File: config.mk
export PLATFORM = sky130hd
export DESIGN_NAME = nand_block_mgr
export DESIGN_NICKNAME = d
export VERILOG_FILES = /design/src/verilog/nand_mgr_pkg.sv /design/src/verilog/nand_cycle.sv /design/src/verilog/nand_block_mgr.sv
export VERILOG_INCLUDE_DIRS = /design/src /design/src/verilog
export SDC_FILE = /design/constraint.sdc
export NUM_CORES = 2
export LEC_CHECK = 0
export BUFFER_PORTS_ARGS = -buffer_cell sky130_fd_sc_hd__buf_2
export CAP_MARGIN = 25
export CORE_AREA = 2 2 415 293
export DETAILED_ROUTE_END_ITERATION = 10
export DIE_AREA = 0 0 417 295
export GPL_TIMING_DRIVEN = 1
export PLACE_DENSITY = 0.71
export SETUP_SLACK_MARGIN = 0.2
export SLEW_MARGIN = 10
export SYNTH_ARGS = -nofsm -noshare
export SYNTH_HDL_FRONTEND = slang
export SYNTH_SLANG_ARGS = --single-unit
export TNS_END_PERCENT = 30
File: constraint.sdc
create_clock -name clk_in -period 42.4 [get_ports clk_in]
set_input_delay 8.48 -clock clk_in [delete_from_list [all_inputs] [get_ports clk_in]]
set_output_delay 8.48 -clock clk_in [all_outputs]
set_load 0.1 [all_outputs]
File: src/verilog/nand_mgr_regs.svh
// Constants for the NAND block manager host controller.
// Assumes inclusion by bare name; definitions only.
// Functional notes
// - Never erase a block the host has classified as bad.
// - Scan reads one column per block; 00 hex means bad.
// - After erase read status; on fail retire block, block accesses; the code refuses only programs and erases to it, reads still run.
// - On program fail rewrite data elsewhere and mark block bad; the code marks it bad and reports fail_out, with no rewrite.
// - Read data needs correction of 8 bit errors per 512 bytes; the code passes it uncorrected on rd_data_out.
// - Block management must work with only 1004 of 1024 valid.
// - Mark bad only on program or erase status failure.
// - While busy issue only status read or reset.
`ifndef NAND_MGR_REGS_SVH
`define NAND_MGR_REGS_SVH
`define NUM_BLOCKS 11'h400
`define MIN_VALID_BLOCKS 11'h3EC
`define BLK_W 10
`define CMD_READ1 8'h00
`define CMD_READ2 8'h30
`define CMD_PROG1 8'h80
`define CMD_PROG2 8'h10
`define CMD_ERASE1 8'h60
`define CMD_ERASE2 8'hD0
`define CMD_STATUS 8'h70
`define CMD_RESET 8'hFF
`define BAD_MARK 8'h00
`define STAT_FAIL_BIT 0
`define STAT_READY_BIT 6
`define ECC_BITS 4'h8
`define ECC_UNIT 10'h200
`define PULSE_NS 20
`define PULSE_CYC (((`PULSE_NS) * 125 + 999) / 1000)
`define ADDR_CYCLES 3'h5
`endif

File: src/verilog/nand_mgr_pkg.sv
// Types for the NAND block manager host controller.
// Assumes nand_mgr_regs.svh is on the include path.
package nand_mgr_pkg;
  typedef enum logic [1:0] {OP_SCAN, OP_PROG, OP_ERASE, OP_READ} op_t;
  typedef struct packed {
    logic cle;
    logic ale;
    logic we_n;
    logic re_n;
    logic ce_n;
    logic wp_n;
  } ctl_t;
  typedef struct packed {
    op_t op;
    logic [9:0] block;
    logic [5:0] page;
    logic [11:0] column;
    logic [7:0] data;
  } req_t;
endpackage : nand_mgr_pkg

File: src/verilog/nand_cycle.sv
// Single bus cycle engine: command, address, write or read byte.
// Assumes synchronised inputs and one clock.
`timescale 1ns/1ps
`default_nettype none
`include "nand_mgr_regs.svh"
module nand_cycle (
  input wire logic clk_in,
  input wire logic rst_n_in,
  input wire logic start_in,
  input wire logic [1:0] kind_in,
  input wire logic [7:0] byte_in,
  input wire logic [7:0] io_sync_in,
  output logic busy_out,
  output logic done_out,
  output logic [7:0] rd_byte_out,
  output logic cle_out,
  output logic ale_out,
  output logic we_n_out,
  output logic re_n_out,
  output logic [7:0] io_out,
  output logic io_oe_out
);
  // kind: 0 command, 1 address, 2 write data, 3 read data
  typedef enum logic [1:0] {C_IDLE, C_LOW, C_HIGH} cst_t;
  localparam logic [3:0] PCYC = 4'(`PULSE_CYC);
  cst_t st_reg, st_next;
  logic [3:0] cnt_reg, cnt_next;
  logic [1:0] kind_reg, kind_next;
  logic [7:0] out_reg, out_next, rd_reg, rd_next;
  always_comb begin
    st_next = st_reg;
    cnt_next = cnt_reg;
    kind_next = kind_reg;
    out_next = out_reg;
    rd_next = rd_reg;
    done_out = 1'b0;
    case (st_reg)
      C_IDLE: begin
        if (start_in) begin
          st_next = C_LOW;
          kind_next = kind_in;
          out_next = byte_in;
          cnt_next = PCYC;
        end
      end
      C_LOW: begin
        if (cnt_reg == 4'h1) begin
          st_next = C_HIGH;
          cnt_next = PCYC;
          if (kind_reg == 2'h3) begin
            rd_next = io_sync_in;
          end
        end else begin
          cnt_next = cnt_reg - 4'h1;
        end
      end
      default: begin
        if (cnt_reg == 4'h1) begin
          st_next = C_IDLE;
          done_out = 1'b1;
        end else begin
          cnt_next = cnt_reg - 4'h1;
        end
      end
    endcase
  end
  always_ff @(posedge clk_in) begin
    if (!rst_n_in) begin
      st_reg <= C_IDLE;
      cnt_reg <= 4'h0;
      kind_reg <= 2'h0;
      out_reg <= 8'h00;
      rd_reg <= 8'h00;
    end else begin
      st_reg <= st_next;
      cnt_reg <= cnt_next;
      kind_reg <= kind_next;
      out_reg <= out_next;
      rd_reg <= rd_next;
    end
  end
  assign busy_out = (st_reg != C_IDLE);
  assign rd_byte_out = rd_reg;
  assign io_out = out_reg;
  assign io_oe_out = busy_out && (kind_reg != 2'h3);
  assign cle_out = busy_out && (kind_reg == 2'h0);
  assign ale_out = busy_out && (kind_reg == 2'h1);
  assign we_n_out = !(st_reg == C_LOW && kind_reg != 2'h3);
  assign re_n_out = !(st_reg == C_LOW && kind_reg == 2'h3);
endmodule : nand_cycle
`default_nettype wire

File: src/verilog/nand_block_mgr.sv
// Host-side NAND controller with bad block scan, table and retirement.
// Assumes a single NAND on the pins; ready_busy_n pulled up externally.
`timescale 1ns/1ps
`default_nettype none
`include "nand_mgr_regs.svh"
module nand_block_mgr (
  input wire logic clk_in,
  input wire logic rst_n_in,
  input wire logic req_valid_in,
  input wire nand_mgr_pkg::req_t req_in,
  input wire logic wp_n_in,
  output logic req_ready_out,
  output logic done_out,
  output logic fail_out,
  output logic refused_out,
  output logic [7:0] rd_data_out,
  output logic [10:0] good_count_out,
  output logic too_few_good_out,
  output logic scan_done_out,
  output nand_mgr_pkg::ctl_t ctl_out,
  output logic [7:0] io_out,
  output logic io_oe_out,
  input wire logic [7:0] io_in,
  input wire logic ready_busy_n_in
);
  typedef enum logic [3:0] {S_RST, S_RSTW, S_IDLE, S_CMD1, S_ADDR, S_DATA, S_CMD2,
    S_WAIT, S_STAT, S_STRD, S_RDB, S_DONE} st_t;
  // Two-flop synchronisers for pins
  logic [7:0] io_m_reg, io_s_reg;
  logic rb_m_reg, rb_s_reg;
  always_ff @(posedge clk_in) begin
    io_m_reg <= io_in;
    io_s_reg <= io_m_reg;
    rb_m_reg <= ready_busy_n_in;
    rb_s_reg <= rb_m_reg;
  end
  // Bad block table: one bit per block
  logic bad_tbl [0:`NUM_BLOCKS-1];
  st_t st_reg, st_next;
  nand_mgr_pkg::req_t cur_reg, cur_next;
  logic [2:0] acnt_reg, acnt_next;
  logic [10:0] good_reg, good_next;
  logic [10:0] scan_reg, scan_next;
  logic scanned_reg, scanned_next;
  logic done_reg, done_next, fail_reg, fail_next, ref_reg, ref_next;
  logic [7:0] rd_reg, rd_next;
  logic mark_we, mark_val;
  logic [9:0] mark_blk;
  logic c_start;
  logic [1:0] c_kind;
  logic [7:0] c_byte;
  logic c_busy, c_done;
  logic [7:0] c_rd;
  logic c_cle, c_ale, c_we_n, c_re_n;
  nand_cycle u_cycle (
    .clk_in(clk_in),
    .rst_n_in(rst_n_in),
    .start_in(c_start),
    .kind_in(c_kind),
    .byte_in(c_byte),
    .io_sync_in(io_s_reg),
    .busy_out(c_busy),
    .done_out(c_done),
    .rd_byte_out(c_rd),
    .cle_out(c_cle),
    .ale_out(c_ale),
    .we_n_out(c_we_n),
    .re_n_out(c_re_n),
    .io_out(io_out),
    .io_oe_out(io_oe_out)
  );
  function automatic logic [7:0] addr_byte(input nand_mgr_pkg::req_t r, input logic [2:0] i);
    logic [15:0] row;
    row = {r.block, r.page};
    case (i)
      3'h0: addr_byte = r.column[7:0];
      3'h1: addr_byte = {4'h0, r.column[11:8]};
      3'h2: addr_byte = row[7:0];
      3'h3: addr_byte = row[15:8];
      default: addr_byte = 8'h00;
    endcase
  endfunction
  logic is_erase, is_prog;
  assign is_erase = (cur_reg.op == nand_mgr_pkg::OP_ERASE);
  assign is_prog = (cur_reg.op == nand_mgr_pkg::OP_PROG);
  always_comb begin
    st_next = st_reg;
    cur_next = cur_reg;
    acnt_next = acnt_reg;
    good_next = good_reg;
    scan_next = scan_reg;
    scanned_next = scanned_reg;
    done_next = 1'b0;
    fail_next = fail_reg;
    ref_next = 1'b0;
    rd_next = rd_reg;
    mark_we = 1'b0;
    mark_val = 1'b0;
    mark_blk = cur_reg.block;
    c_start = 1'b0;
    c_kind = 2'h0;
    c_byte = 8'h00;
    req_ready_out = 1'b0;
    case (st_reg)
      S_RST: begin
        c_start = !c_busy;
        c_byte = `CMD_RESET;
        if (c_done) st_next = S_RSTW;
      end
      S_RSTW: begin
        if (rb_s_reg && !c_busy) begin
          st_next = S_CMD1;
          cur_next = '0;
          cur_next.op = nand_mgr_pkg::OP_SCAN;
          acnt_next = 3'h0;
        end
      end
      S_IDLE: begin
        req_ready_out = 1'b1;
        if (req_valid_in) begin
          if ((req_in.op == nand_mgr_pkg::OP_PROG || req_in.op == nand_mgr_pkg::OP_ERASE)
              && bad_tbl[req_in.block]) begin
            ref_next = 1'b1;
            done_next = 1'b1;
            fail_next = 1'b1;
          end else begin
            cur_next = req_in;
            acnt_next = 3'h0;
            st_next = S_CMD1;
          end
        end
      end
      S_CMD1: begin
        c_start = !c_busy && rb_s_reg;
        c_byte = is_erase ? `CMD_ERASE1 : (is_prog ? `CMD_PROG1 : `CMD_READ1);
        if (c_done) begin
          st_next = S_ADDR;
          acnt_next = is_erase ? 3'h2 : 3'h0;
        end
      end
      S_ADDR: begin
        c_start = !c_busy;
        c_kind = 2'h1;
        c_byte = addr_byte(cur_reg, acnt_reg);
        if (c_done) begin
          if (acnt_reg == 3'h3) begin
            st_next = is_prog ? S_DATA : S_CMD2;
          end else begin
            acnt_next = acnt_reg + 3'h1;
          end
        end
      end
      S_DATA: begin
        c_start = !c_busy;
        c_kind = 2'h2;
        c_byte = cur_reg.data;
        if (c_done) st_next = S_CMD2;
      end
      S_CMD2: begin
        c_start = !c_busy;
        c_byte = is_erase ? `CMD_ERASE2 : (is_prog ? `CMD_PROG2 : `CMD_READ2);
        if (c_done) st_next = S_WAIT;
      end
      S_WAIT: begin
        if (rb_s_reg && !c_busy) begin
          st_next = (is_prog || is_erase) ? S_STAT : S_RDB;
        end
      end
      S_STAT: begin
        c_start = !c_busy;
        c_byte = `CMD_STATUS;
        if (c_done) st_next = S_STRD;
      end
      S_STRD: begin
        c_start = !c_busy;
        c_kind = 2'h3;
        if (c_done) begin
          if (c_rd[`STAT_READY_BIT]) begin
            fail_next = c_rd[`STAT_FAIL_BIT];
            if (c_rd[`STAT_FAIL_BIT]) begin
              mark_we = 1'b1;
              mark_val = 1'b1;
              // Table still holds the old entry this cycle
              if (!bad_tbl[cur_reg.block]) good_next = good_reg - 11'h1;
            end
            st_next = S_DONE;
          end
        end
      end
      S_RDB: begin
        c_start = !c_busy;
        c_kind = 2'h3;
        if (c_done) begin
          rd_next = c_rd;
          if (cur_reg.op == nand_mgr_pkg::OP_SCAN) begin
            mark_we = 1'b1;
            mark_blk = scan_reg[9:0];
            mark_val = (c_rd == `BAD_MARK);
            if (c_rd != `BAD_MARK) good_next = good_reg + 11'h1;
            if (scan_reg == `NUM_BLOCKS - 11'h1) begin
              scanned_next = 1'b1;
              st_next = S_IDLE;
            end else begin
              scan_next = scan_reg + 11'h1;
              cur_next.block = 10'(scan_reg + 11'h1);
              st_next = S_CMD1;
            end
          end else begin
            fail_next = 1'b0;
            st_next = S_DONE;
          end
        end
      end
      default: begin
        done_next = 1'b1;
        st_next = S_IDLE;
      end
    endcase
  end
  always_ff @(posedge clk_in) begin
    if (mark_we) bad_tbl[mark_blk] <= mark_val;
  end
  always_ff @(posedge clk_in) begin
    if (!rst_n_in) begin
      st_reg <= S_RST;
      cur_reg <= '0;
      acnt_reg <= 3'h0;
      good_reg <= 11'h000;
      scan_reg <= 11'h000;
      scanned_reg <= 1'b0;
      done_reg <= 1'b0;
      fail_reg <= 1'b0;
      ref_reg <= 1'b0;
      rd_reg <= 8'h00;
    end else begin
      st_reg <= st_next;
      cur_reg <= cur_next;
      acnt_reg <= acnt_next;
      good_reg <= good_next;
      scan_reg <= scan_next;
      scanned_reg <= scanned_next;
      done_reg <= done_next;
      fail_reg <= fail_next;
      ref_reg <= ref_next;
      rd_reg <= rd_next;
    end
  end
  assign done_out = done_reg;
  assign fail_out = fail_reg;
  assign refused_out = ref_reg;
  assign rd_data_out = rd_reg; // correction is left to the consumer
  assign good_count_out = good_reg;
  assign too_few_good_out = scanned_reg && (good_reg < `MIN_VALID_BLOCKS);
  assign scan_done_out = scanned_reg;
  assign ctl_out.cle = c_cle;
  assign ctl_out.ale = c_ale;
  assign ctl_out.we_n = c_we_n;
  assign ctl_out.re_n = c_re_n;
  assign ctl_out.ce_n = (st_reg == S_IDLE);
  assign ctl_out.wp_n = wp_n_in;
endmodule : nand_block_mgr
`default_nettype wire

== Yosys cells after proc, flatten, opt, wreduce, memory -nomap -nowiden ==
Memory sizes are Yosys's and may differ from the RTL's. A register that Yosys moved wholly into a read port is not among the register bits.
Index checks and enable logic that the tools add are counted.
Storage, ports and cells
  bits in registers: 121
  RAM bits: 1024
  input port bits: 51
  output and inout bits: 40
  word-level logic and storage cells: 213
  memories kept: 1
Cells by class
  add/sub/neg operators: 5
  $lt $le $gt $ge: 1
  equality and inequality tests: 48
  muxes and demuxes: 89
  bitwise logic cells: 1
  reductions and logical operators: 45
Memories
  bad_tbl: words 1024, bits a word 1, rd ports 2, clocked after memory_dff 1, wr ports 1, RTL line nand_block_mgr.sv:38  | logic bad_tbl [0:`NUM_BLOCKS-1];
Operator list (count)
  38-bit two-way mux: 3
  10-bit two-way mux: 8
  11-bit two-way mux: 7
  4-bit two-way mux: 18
  26-bit case mux with 2 select lines: 1
  8-bit case mux with 6 select lines: 1
  4-bit case mux with 11 select lines: 1
  2-bit inequality test (second input constant): 21
  8-bit case mux with 4 select lines: 1
  10-bit case mux with 3 select lines: 1
  8-bit two-way mux: 3
  11-bit by 1-bit adder with 11-bit output (second input constant): 2
  11-bit case mux with 2 select lines: 1
  1-bit two-way mux: 21
  7-bit AND reduction: 3
  3-bit two-way mux: 6
  4-bit by 3-bit equality test with 1-bit output (second input constant): 4
  14-bit AND reduction: 1
  4-bit equality test (second input constant): 3
  2-bit two-way mux: 6
  3-bit case mux with 4 select lines: 1
  4-bit AND reduction: 3
  11-bit by 10-bit equality test with 1-bit output (second input constant): 1
  11-bit by 10-bit less-than comparator with 1-bit output (second input constant): 1
  other kinds (35): 71

== Longest topological paths before layout ==
  depth after elaboration: 8
  depth in mapped cells: 17
  depth with buffers taken out: 15

== Cells and area by module ==
A second synthesis with hierarchy kept.
Unflattened totals
  cell total of the unflattened synthesis: 4382
  area total of the unflattened synthesis: 59355.7 µm²
Modules (own cells, without submodules)
  nand_block_mgr: times used 1, cells an instance 4270, area each 58262.1 µm², sequential area each 32891.5 µm²
  nand_cycle: times used 1, cells an instance 112, area each 1093.5 µm², sequential area each 480.5 µm²

== Worst setup path before layout ==
No wires, ideal clock.
  path type: reg-to-reg
  from: register st_reg[3]
  to: memory bad_tbl[0], data pin
  library setup time: 5672 ps
  data arrival time: 28732 ps
  path slack: 7996 ps
  stages on the path, launching flop included: 8
  buffers on the path: 1
  period minus slack after synthesis: 34404 ps
  path through: dfxtp_1 -> buf_2 -> clkinv_1 -> nor3_1 -> inv_1 -> nor3_1 -> nand2_1 -> a21oi_1
Between the ends
  longest elaborated chain between the ends: 2
  elaborated cells on any way between the ends: 3
  those cells by class: 2 x eq/ne; 1 x mux
Ends and longest elaborated chain
  start, declared: RTL line nand_block_mgr.sv:39  | st_t st_reg, st_next;
  start signal, assigned: RTL line nand_block_mgr.sv:236  | st_reg <= st_next;
  4-bit equality test: RTL line nand_block_mgr.sv:104  | case (st_reg)
  1-bit case mux with 2 select lines *: RTL line nand_block_mgr.sv:104
  via mark_val: RTL line nand_block_mgr.sv:47  | logic mark_we, mark_val;
  end, declared: RTL line nand_block_mgr.sv:38
Mark *: on every way through the listed nets, which the timed path passes. The rest lies on a longest branch.

== Worst setup path in the final report ==
  from: input wp_n_in
  to: output ctl_out[0] (netlist bit)
RTL lines
  start, declared: RTL line nand_block_mgr.sv:11  | input wire logic wp_n_in,
  end, declared: RTL line nand_block_mgr.sv:20  | output nand_mgr_pkg::ctl_t ctl_out,
No word-level cell between the ends.

==> impl_metrics.csv <==
group,metric,value,unit
floorplan,rows,106,
timing,slew-limit-headroom,17.6,%
clock_network,cts.repair.resized,0,
critical_path,cp.required,33.92,ns
clock_network,insertion_delay,0.73,ns
critical_path,reg2reg_depth,11,
hold_path,hold_path_class,"reg -> reg",
critical_path,cp-start-kind,"input pin",
yosys,synth_top_area_share,51.9,%
cells_and_area,largest_reg_flops,1024,
floorplan,initial_core_util,49.8,%
clock_network,cts_root_buf,"clkbuf_16",
global_route,grt_pass1_vias,38600,
floorplan,chipWidth,417,um
yosys,syn_avg_cell_area,13.5,sq um
clock_network,cts_setup_buffers,0,
yosys,synth.cell_area,59200,sq um
power_and_ir_drop,leakagePower,16.4,nW
critical_path,end_kind,"primary output",
hold_path,whs_path_depth,0,
cells_and_area,instances_no_fill,5909,
run_status,status,"complete, no violations",
timing,rsz0062_at_grt,"no",
placement,place.gp.congestion,0.899,
critical_path,cp_num_cells,0,
routing,wl_per_cell,31.9,um
timing,period_needed,16.96,ns
floorplan,ios,91,
floorplan,dieArea,123000,sq um
clock_network,cts_tree,"done",
yosys,seq_area_frac_synth,56.4,%
timing,worst_slack,25.44,ns
clock_network,cts.sinks,1155,
cells_and_area,final_nets,4328,
critical_path,critPathArrivalTime,8.48,ns
clock_network,clock_path_buffers,3,
cells_and_area,fill_cells,9474,
yosys,yosysWarnings,0,
routing,initialDrtViolationCount,7726,
floorplan,die_y,295,um
placement,place.port_buffers,88,
yosys,async_flop_share,0,%
power_and_ir_drop,vdd_drop_max,31.5,uV
timing,worstMarginPinSlew,1.23,ns
floorplan,core,119000,sq um
placement,dp.final_hpwl,108000,um
yosys,ys.flop_type,"edfxtp_1",
routing,finalWirelength,189000,um
critical_path,crit_type,"in -> out",
global_route,grt_max_degree,275,
timing,final.period_utilization,40.0,%
power_and_ir_drop,power_density,40.7,nW/um^2
yosys,yosys.area.top_type,"edfxtp_1",
yosys,ys_types,82,
yosys,ys_ff_latch,1155,
global_route,grt_overflow,0,
routing,drt_pass1_iterations,6,
clock_network,cts_htree_levels,3,
timing,hold_viol,0,
placement,place_ws,25.44,ns
timing,fin_tns_setup,0,ns
timing,finalSetupViolCount,0,
cells_and_area,final_area,64900,sq um
global_route,grt_pass1_wl,271000,um
routing,drc,0,
yosys,synthTopCellsByArea,"edfxtp_1, mux4_2, nor2_1",
global_route,antenna_found_initial,9,
power_and_ir_drop,total_power,0.00264,W
critical_path,critPathMaxFanout,1,
routing,vias,41200,
yosys,syn_inst,4373,
yosys,synthMostInstantiatedCell,"nor2_1",
cells_and_area,area_growth,9.62,%
clock_network,ctsHoldBuffers,0,
routing,ant_nets,0,
timing,timing.fmax,59.0,MHz
job,cap_violations,0,
clock_network,cts.clk_slew.worst_paths,0.06,ns
placement,place_area,60900,sq um
timing,clock_skew,0.0321,ns
yosys,synth_nets,4446,
yosys,synth_common_cells,"nor2_1, edfxtp_1, mux4_2, clkbuf_1, mux2i_1",
global_route,grtUsageTotal,30.4,%
routing,vias_per_cell,6.98,
clock_network,cts_buffers,105,
yosys,synth_edf_count,1024,
cells_and_area,drive_gt1_share,22.2,%
timing,drv_slew,0,
placement,dp_cells,5697,
-- per-stage QoR --
step | hold WS [ns] | utilization (%)
6_report | 0.328 | 54.6
2_1_floorplan | 0.310 | -
4_1_cts | 0.330 | 54.3
3_3_place_gp | 0.314 | 50.9
3_5_place_dp | 0.313 | 51.2
5_1_grt | 0.336 | 54.5
-- worst paths after layout --
check                                    startpoint                              end  slack (ns)
worst min register to register  io_m_reg[2]$_DFF_P_              io_s_reg[2]$_DFF_P_        0.33
worst min-delay path            io_m_reg[2]$_DFF_P_              io_s_reg[2]$_DFF_P_        0.33
worst max-delay path                        wp_n_in                       ctl_out[0]       25.44
worst max register to register             register  good_count_out[10]$_SDFFE_PN0P_       36.91
-- power breakdown --
group / switching, W / leakage, nW / total (W) / internal [W]
combinational: 0.000246 / 6.45 / 0.000354 / 0.000108
clock: 0.000443 / 1.81 / 0.00104 / 0.000596
sequential: 0.0000187 / 8.12 / 0.00125 / 0.00123
-- cells in the final DEF (no fill, tap or decap), types with 11 or more instances in the layout --
master	count
and2_1	21
a311oi_1	23
a21oi_1	100
buf_8	25
buf_2	86
nor2b_1	26
mux4_2	505
and3_1	14
nor2_1	1106
ha_1	21
o22ai_1	16
a22oi_1	109
clkbuf_16	112
xor2_1	17
inv_1	27
a22o_1	34
nand3_4	13
nand2_1	167
mux2_2	16
nand3_1	57
edfxtp_1	1024
mux2i_1	185
nand2b_1	17
bufinv_16	18
buf_16	11
o21ai_0	44
nor3_1	26
clkinv_2	18
clkinv_1	19
dfxtp_1	127
buf_4	75
a211oi_1	24
xnor2_1	12
-- cells by family after synthesis --
family                     synth area share (%)
adders and majority gates                 0.478
DFF                                        56.4
buffers and inverters                      3.81
muxes                                      22.6
and+or+nand+nor                            10.6
AOI/OAI and AO/OA                          5.67
xor gates and xnor gates                  0.429
-- area by class of cell --
| type | count | area [sq um] | area share (%) |
|---|---|---|---|
| multi-input cells | 2760 | 23900 | 36.9 |
| clock inverters | 67 | 802 | 1.24 |
| flip-flops and latches | 1155 | 33400 | 51.4 |
| well taps | 1566 | 1960 | 3.02 |
| diodes | 5 | 12.5 | 0.0193 |
| repair buffers | 204 | 1800 | 2.77 |
| clock buffers | 123 | 2890 | 4.46 |
| inverters | 29 | 109 | 0.168 |
-- routing by layer --
metal	GRT usage, %	share of wire [%]
met1	43.8	37
met2	41.9	41
met3	12.2	18
met4	10.6	4.0
met5	0	0
(Power assumes the default switching activity.)
